### config.mk
export PLATFORM = sky130hd
export DESIGN_NAME = tcd_ctrl
export DESIGN_NICKNAME = d
export VERILOG_FILES = /design/src/common/tcd_pkg.sv /design/src/tcd_ctrl.sv
export VERILOG_INCLUDE_DIRS = /design/src /design/src/common
export SDC_FILE = /design/constraint.sdc
export NUM_CORES = 1
export LEC_CHECK = 0
export ABC_AREA = 1
export BUFFER_PORTS_ARGS = -buffer_cell sky130_fd_sc_hd__buf_2
export CORE_MARGIN = 2
export CORE_UTILIZATION = 45
export DETAILED_ROUTE_END_ITERATION = 10
export PLACE_DENSITY = 0.67
export SLEW_MARGIN = 20
export SYNTH_ARGS = -nofsm -noshare
export SYNTH_HDL_FRONTEND = slang
export SYNTH_SLANG_ARGS = --single-unit
### constraint.sdc
create_clock -name mclk -period 5.6 [get_ports mclk]
set_input_delay 1.4 -clock mclk [delete_from_list [all_inputs] [get_ports mclk]]
set_output_delay 1.4 -clock mclk [all_outputs]
set_load 0.03 [all_outputs]
### src/common/tcd_consts.svh
// Purpose: Offsets, field positions, reset values of the threshold compare block
// Assumes: 16-bit registers addressed by word index
// Notes:
// How it works
// - Standby bit makes main comparator watch current
// - Four 2-bit mode fields, resets 3,1,2,0
// - Hysteretic: set above high, clear at/below low
// - Window: high strictly between low and high
// - Above: high when sample exceeds high limit
// - Below: high when sample at/below high
// - Invalid code 00 forced level, 01 filter
// - Code 10 inverts output once at entry
// - Code 11 freezes output at entry value
// - Bit 3 gives forced level, reset zero
// - Ratio codes bypass, 2, 4, 8
// - Enable bit decimates into separate register
// - Limit pair: low 15:8, high 7:0
// - Sample at/below low clears output
// - Sample above high sets output
// - Limit resets 0x5A/0xAA and 0xCC/0xCC
// - Main path off forces main result low
`ifndef TCD_CONSTS_SVH
`define TCD_CONSTS_SVH

`define TCD_OFF_CTRL        10'h002
`define TCD_OFF_MAIN_THR    10'h003
`define TCD_OFF_WARN1_THR   10'h004
`define TCD_OFF_RAW_SAMPLE  10'h00E
`define TCD_OFF_DEC_SAMPLE  10'h00F

`define TCD_RST_CTRL        16'h3610
`define TCD_RST_MAIN_THR    16'h5AAA
`define TCD_RST_WARN1_THR   16'hCCCC
`define TCD_CTRL_WMASK      16'h7FFF

`define TCD_POS_STANDBY     14
`define TCD_POS_WARN3_MODE  12
`define TCD_POS_WARN2_MODE  10
`define TCD_POS_WARN1_MODE  8
`define TCD_POS_MAIN_MODE   6
`define TCD_POS_INV_MODE    4
`define TCD_POS_FORCE_LVL   3
`define TCD_POS_DEC_RATIO   1
`define TCD_POS_DEC_ON      0

`endif

### src/common/tcd_pkg.sv
// Purpose: Types shared by the threshold compare block
// Assumes: 8-bit samples and limits
// Notes: Limit pair layout matches the register (low in upper byte)
package tcd_pkg;

  typedef enum logic [1:0] {
    TCD_HYST   = 2'h0,
    TCD_WINDOW = 2'h1,
    TCD_ABOVE  = 2'h2,
    TCD_BELOW  = 2'h3
  } tcd_cmp_mode_t;

  typedef enum logic [1:0] {
    TCD_INV_FORCE  = 2'h0,
    TCD_INV_FILTER = 2'h1,
    TCD_INV_TOGGLE = 2'h2,
    TCD_INV_HOLD   = 2'h3
  } tcd_inv_mode_t;

  typedef struct packed {
    logic [7:0] low;
    logic [7:0] high;
  } tcd_limits_t;

  typedef struct packed {
    logic [7:0] value;
    logic       valid;
  } tcd_sample_t;

endpackage : tcd_pkg

### src/tcd_ctrl.sv
// Purpose: Comparator, output select and decimation control of one input channel
// Assumes: Lock, SPI framing, debounce and warning 2/3 limit registers live outside
// Notes: Register reads answer one cycle after the read strobe
`timescale 1ns/10ps
`default_nettype none
`include "tcd_consts.svh"

module tcd_ctrl
  import tcd_pkg::*;
#(
  parameter int SAMPLE_W = 8
) (
  // Clock and reset
  input  wire logic               mclk,
  input  wire logic               rst_n,
  // Register port
  input  wire logic [9:0]         reg_addr,
  input  wire logic               reg_wr,
  input  wire logic [15:0]        reg_wdata,
  input  wire logic               reg_rd,
  output logic      [15:0]        reg_rdata,
  input  wire logic               cfg_unlocked,
  // Sample inputs
  input  wire tcd_sample_t        adc_in,
  input  wire logic [SAMPLE_W-1:0] standby_current,
  // Channel context
  input  wire logic               invalid_mode,
  input  wire logic               main_path_on,
  input  wire tcd_limits_t        warn2_limits,
  input  wire tcd_limits_t        warn3_limits,
  // Results
  output logic                    channel_digital_output,
  output logic                    main_compare_out,
  output logic      [2:0]         warn_flags,
  output tcd_sample_t             decimated_sample_reg
);

  localparam int NCH = 4;

  logic [15:0]         ctrl;
  tcd_limits_t         main_thr;
  tcd_limits_t         warn1_thr;
  logic [SAMPLE_W-1:0] raw_sample;

  tcd_limits_t         limits   [NCH];
  tcd_cmp_mode_t       modes    [NCH];
  logic [SAMPLE_W-1:0] cmp_in   [NCH];
  logic [NCH-1:0]      cmp_q;

  logic                load_standby;
  tcd_inv_mode_t       inv_sel;
  logic                fault_output_level;
  logic [1:0]          decimation_ratio;
  logic                decimation_on;

  logic                invalid_q;
  logic                invalid_entry;
  logic                held_level;
  logic                main_bit;
  logic                next_dout;

  logic [SAMPLE_W+2:0] dec_acc;
  logic [2:0]          dec_cnt;
  logic [2:0]          dec_last;
  logic [SAMPLE_W+2:0] dec_sum;

  // Control field decode
  assign load_standby       = ctrl[`TCD_POS_STANDBY];
  assign inv_sel            = tcd_inv_mode_t'(ctrl[`TCD_POS_INV_MODE +: 2]);
  assign fault_output_level = ctrl[`TCD_POS_FORCE_LVL];
  assign decimation_ratio   = ctrl[`TCD_POS_DEC_RATIO +: 2];
  assign decimation_on      = ctrl[`TCD_POS_DEC_ON];

  assign modes[0] = tcd_cmp_mode_t'(ctrl[`TCD_POS_MAIN_MODE +: 2]);
  assign modes[1] = tcd_cmp_mode_t'(ctrl[`TCD_POS_WARN1_MODE +: 2]);
  assign modes[2] = tcd_cmp_mode_t'(ctrl[`TCD_POS_WARN2_MODE +: 2]);
  assign modes[3] = tcd_cmp_mode_t'(ctrl[`TCD_POS_WARN3_MODE +: 2]);

  assign limits[0] = main_thr;
  assign limits[1] = warn1_thr;
  assign limits[2] = warn2_limits;
  assign limits[3] = warn3_limits;

  // Main comparator may watch the standby current instead of the ADC
  assign cmp_in[0] = load_standby ? standby_current : adc_in.value;
  assign cmp_in[1] = adc_in.value;
  assign cmp_in[2] = adc_in.value;
  assign cmp_in[3] = adc_in.value;

  // Control register; writes are accepted only while cfg_unlocked is high
  always_ff @(posedge mclk or negedge rst_n) begin
    if (!rst_n) begin
      ctrl <= `TCD_RST_CTRL;
    end else if (reg_wr && cfg_unlocked && reg_addr == `TCD_OFF_CTRL) begin
      ctrl <= reg_wdata & `TCD_CTRL_WMASK;
    end
  end

  // Threshold pairs
  always_ff @(posedge mclk or negedge rst_n) begin
    if (!rst_n) begin
      main_thr  <= tcd_limits_t'(`TCD_RST_MAIN_THR);
      warn1_thr <= tcd_limits_t'(`TCD_RST_WARN1_THR);
    end else if (reg_wr && cfg_unlocked) begin
      if (reg_addr == `TCD_OFF_MAIN_THR) begin
        main_thr <= tcd_limits_t'(reg_wdata);
      end
      if (reg_addr == `TCD_OFF_WARN1_THR) begin
        warn1_thr <= tcd_limits_t'(reg_wdata);
      end
    end
  end

  // Comparators; evaluated only on a sample, so new settings apply next sample
  genvar gi;
  generate
    for (gi = 0; gi < NCH; gi++) begin : g_cmp
      always_ff @(posedge mclk or negedge rst_n) begin
        if (!rst_n) begin
          cmp_q[gi] <= 1'b0;
        end else if (adc_in.valid) begin
          unique case (modes[gi])
            TCD_HYST: begin
              if (cmp_in[gi] > limits[gi].high) begin
                cmp_q[gi] <= 1'b1;
              end else if (cmp_in[gi] <= limits[gi].low) begin
                cmp_q[gi] <= 1'b0;
              end
            end
            TCD_WINDOW: begin
              cmp_q[gi] <= (cmp_in[gi] > limits[gi].low) &&
                           (cmp_in[gi] < limits[gi].high);
            end
            TCD_ABOVE: begin
              cmp_q[gi] <= cmp_in[gi] > limits[gi].high;
            end
            TCD_BELOW: begin
              cmp_q[gi] <= cmp_in[gi] <= limits[gi].high;
            end
          endcase
        end
      end
    end
  endgenerate

  // Disabled path forces the main result low at once, not at the next sample
  assign main_bit         = cmp_q[0] & main_path_on;
  assign main_compare_out = main_bit;
  assign warn_flags       = cmp_q[3:1];

  // Invalid-mode entry detect
  always_ff @(posedge mclk or negedge rst_n) begin
    if (!rst_n) begin
      invalid_q <= 1'b0;
    end else begin
      invalid_q <= invalid_mode;
    end
  end

  assign invalid_entry = invalid_mode & ~invalid_q;

  // Level captured once at entry, so a late mode change cannot re-toggle
  always_ff @(posedge mclk or negedge rst_n) begin
    if (!rst_n) begin
      held_level <= 1'b0;
    end else if (invalid_entry) begin
      held_level <= (inv_sel == TCD_INV_TOGGLE) ? ~channel_digital_output
                                                : channel_digital_output;
    end
  end

  always_comb begin
    next_dout = main_bit;
    if (invalid_mode) begin
      unique case (inv_sel)
        TCD_INV_FORCE:  next_dout = fault_output_level;
        TCD_INV_FILTER: next_dout = main_bit;
        TCD_INV_TOGGLE: next_dout = invalid_entry ? ~channel_digital_output
                                                  : held_level;
        TCD_INV_HOLD:   next_dout = invalid_entry ? channel_digital_output
                                                  : held_level;
      endcase
    end
  end

  always_ff @(posedge mclk or negedge rst_n) begin
    if (!rst_n) begin
      channel_digital_output <= 1'b0;
    end else begin
      channel_digital_output <= next_dout;
    end
  end

  // Raw sample capture
  always_ff @(posedge mclk or negedge rst_n) begin
    if (!rst_n) begin
      raw_sample <= '0;
    end else if (adc_in.valid) begin
      raw_sample <= adc_in.value;
    end
  end

  // Decimator: block average over 1 (bypass), 2, 4 or 8 samples
  assign dec_last = 3'((4'h1 << decimation_ratio) - 4'h1);
  assign dec_sum  = dec_acc + (SAMPLE_W+3)'(adc_in.value);

  always_ff @(posedge mclk or negedge rst_n) begin
    if (!rst_n) begin
      dec_acc <= '0;
      dec_cnt <= '0;
    end else if (!decimation_on) begin
      dec_acc <= '0;
      dec_cnt <= '0;
    end else if (adc_in.valid) begin
      if (dec_cnt == dec_last) begin
        dec_acc <= '0;
        dec_cnt <= '0;
      end else begin
        dec_acc <= dec_sum;
        dec_cnt <= dec_cnt + 3'h1;
      end
    end
  end

  // Separate result register; raw register is untouched by decimation
  always_ff @(posedge mclk or negedge rst_n) begin
    if (!rst_n) begin
      decimated_sample_reg <= '0;
    end else begin
      decimated_sample_reg.valid <= 1'b0;
      if (decimation_on && adc_in.valid && dec_cnt == dec_last) begin
        decimated_sample_reg.value <= SAMPLE_W'(dec_sum >> decimation_ratio);
        decimated_sample_reg.valid <= 1'b1;
      end
    end
  end

  // Read port; reads never depend on the lock
  always_ff @(posedge mclk or negedge rst_n) begin
    if (!rst_n) begin
      reg_rdata <= '0;
    end else if (reg_rd) begin
      unique case (reg_addr)
        `TCD_OFF_CTRL:       reg_rdata <= ctrl;
        `TCD_OFF_MAIN_THR:   reg_rdata <= main_thr;
        `TCD_OFF_WARN1_THR:  reg_rdata <= warn1_thr;
        `TCD_OFF_RAW_SAMPLE: reg_rdata <= 16'(raw_sample);
        `TCD_OFF_DEC_SAMPLE: reg_rdata <= 16'(decimated_sample_reg.value);
        default:             reg_rdata <= 16'h0000;
      endcase
    end
  end

endmodule : tcd_ctrl
`default_nettype wire
==> results.cfg <==
[logic_synthesis]
post_synth_main_area_contributors = dfrtp_1 28%, nand2_1 15%, ha_1 13%
yosysTopAreaCell = dfrtp_1
mappedNetlistArea_sq_um = 7171
synth-seq-area-share = 0.3561
yosys_register_bits = 101
yosys_warnings = 0
syn_nets = 1125
syn_avg_cell_area_sq_um = 7.400
synthCells = 969
yosysTopAreaCellShare = 0.2792
synth_cell_types = 40

[cts]
clock_tree.buffer_depth = 2
cts_tree = done
cts_hold_buffers = 0
clockRootBuffer = clkbuf_16
tritoncts.num_buffers = 9
clock_latency_ns = 0.36
cts_num_sinks = 101
clkTransAtPathRegs_ns = 0.06
htree_num_levels = 3
cts_setup_buffers = 0
cts_repair_resized_insts = 0

[grt]
global_route.usage.total = 0.2409
via_count_of_the_first_global_routing_pass = 6249
grt_antenna_before_repair = 0
globalRouteOverflowTotal = 0
global_route_wire_length_before_repair_microns = 31370
largest_net_degree_at_the_start_of_global_routing = 68

[routing]
post-route-drc-count = 0
dr_total_vias = 6567
route.detailed.vias_per_inst = 5.079
drt_pass_1_iters = 5
wire_per_inst_microns = 14.86
ant_nets = 0
wirelength_microns = 19210
drt-initial-drc-count = 392

[worst_setup_path]
cp-end-kind = output port
worst-path-max-fanout = 2
criticalPathCategory = input pin to output port
start_kind = input pin
rr_startpoint = ctrl[14]$_DFFE_PN0P_
crit_path_start = main_path_on
cp_data_arrival_time_ns = 1.80
timing.critical_path.required_ns = 4.20

[floorplan]
placementRows = 46
boundaryPins = 112
start_util = 0.4564
dieHeight_microns = 130.2
core_area_sq_um = 15710
die_area_sq_um = 16960
floorplan.die.width_microns = 130.2

[min_path]
hold_start = reg_rdata[13]$_DFFE_PN0P_
holdCritPathClass = flop to flop

[layout]
post_route_cells_drive_above_1_share = 0.1773
antenna-diode-count = 0
final_cell_mix = 277 x nand2_1, 147 x inv_1, 110 x buf_2
largest_register_ffs = 32
design.final.nets = 1228
fillCellCount = 1583
layout.cells.most_common = nand2_1
area.growth.synth_to_final_pct = 14.19

[sta]
finalSetupViolCount = 0
timing.slew.headroom = 0.4224
tns_ns = 0
finalCriticalPeriod_ns = 3.201
finalClockSkew_ns = 0.009998
rsz0062_at_grt = no
tightest_slew_ns = 0.8665
timing.final.hold_violations = 0
post-route-period-util = 0.5716
maxClockFrequency_mhz = 312.4
report.final.slew_viol_count = 0

[place]
portBuffers = 111
placer_s_final_routability_congestion_estimate = 0.9160
hpwl_microns = 14730

[power_and_ir_drop]
finalPower_mw = 2.345
peakVddDrop_uv = 220.9
total_leakage_power_nw = 4.484
power.density_nw_per_um2 = 286.4

[flow_run]
max_cap_viols = 0

[status]
run_status = finished clean
==> through the flow <==
step	hold WS (ns)	instance area (sq um)	util	setup WS, ns	std cells
after floorplan	0.4424	7171	-	2.551	969
after global placement	0.4617	7881	0.5016	2.147	1277
after detailed placement	0.4628	7881	0.5016	2.096	1277
after CTS	0.4805	8183	0.5208	2.401	1293
after global routing	0.5093	8188	0.5211	2.344	1293
final	0.4735	8188	0.5211	2.399	1293
==> cell families (layout without fill, tap and decap cells) <==
logic type      count (synthesis)  in the layout  share of synthesized area
buf+inv                       178            286                     0.1002
xor+xnor                        2              2                   0.002443
flops                         101            101                     0.3561
mux                            12             12                    0.02513
simple gates                  428            428                     0.2523
fa+ha+maj                      74             74                     0.1302
compound gates                174            174                     0.1337
==> metal layers <==
layer / GRT usage / routed length (microns)
met1: 0.3343 / 9114
met2: 0.3887 / 8641
met3: 0.04756 / 1114
met4: 0.06009 / 338
met5: 0 / 0
==> worst paths after layout <==
| path | to | slack, ns | cells after the start |
|---|---|---|---|
| max | main_compare_out | 2.40 | 4 |
| min | reg_rdata[13]$_DFFE_PN0P_ | 0.47 | 2 |
| max reg2reg | cmp_q[0]$_DFFE_PN0P_ | 3.33 | 14 |
| min reg2reg | reg_rdata[13]$_DFFE_PN0P_ | 0.47 | 2 |
| max in group asynchronous | ctrl[0]$_DFFE_PN0P_ | 3.44 | 2 |
| min in group asynchronous | limits[63]$_DFFE_PN0P_ | 1.16 | 1 |
==> critical path, cell delays in order <==
cell and delay (ns):
buf_2 0.07, nand2_1 0.05, inv_1 0.08, buf_2 0.20
==> power by group <==
part	internal [mW]	total, mW	switching [mW]	leakage [nW]
clock network	0.351	0.640	0.289	0.137
logic	0.281	0.811	0.530	3.16
registers	0.823	0.894	0.0709	1.19
total	1.45	2.34	0.890	4.48
==> cell type report <==
cell class / instances / area, sq um / share of cell area
Clock inverter: 6 / 72.57 / 0.008863
Tap cell: 216 / 270.3 / 0.03301
Clock buffer: 10 / 229.0 / 0.02796
Timing Repair Buffer: 112 / 565.5 / 0.06907
Sequential cell: 101 / 2554 / 0.3119
Multi-Input combinational cell: 690 / 3904 / 0.4768
Inverter: 158 / 593.1 / 0.07243
==> cells in the mapped netlist, drive strengths merged <==
master / instances
inv: 156
a21o: 2
a21oi: 57
nand3: 53
clkinv: 2
o22ai: 16
a31oi: 6
dfstp: 21
o211ai: 4
nand2: 284
xnor2: 2
nor3: 4
o21a: 2
or2: 1
nand4: 7
fa: 1
dfrtp: 80
o21ai: 80
and2: 3
a22o: 2
nor2: 72
mux2: 12
a21boi: 4
ha: 73
nand3b: 1
buf: 12
nor4: 3
clkbuf: 8
o221ai: 1
Power figures use the tool's default switching activity.
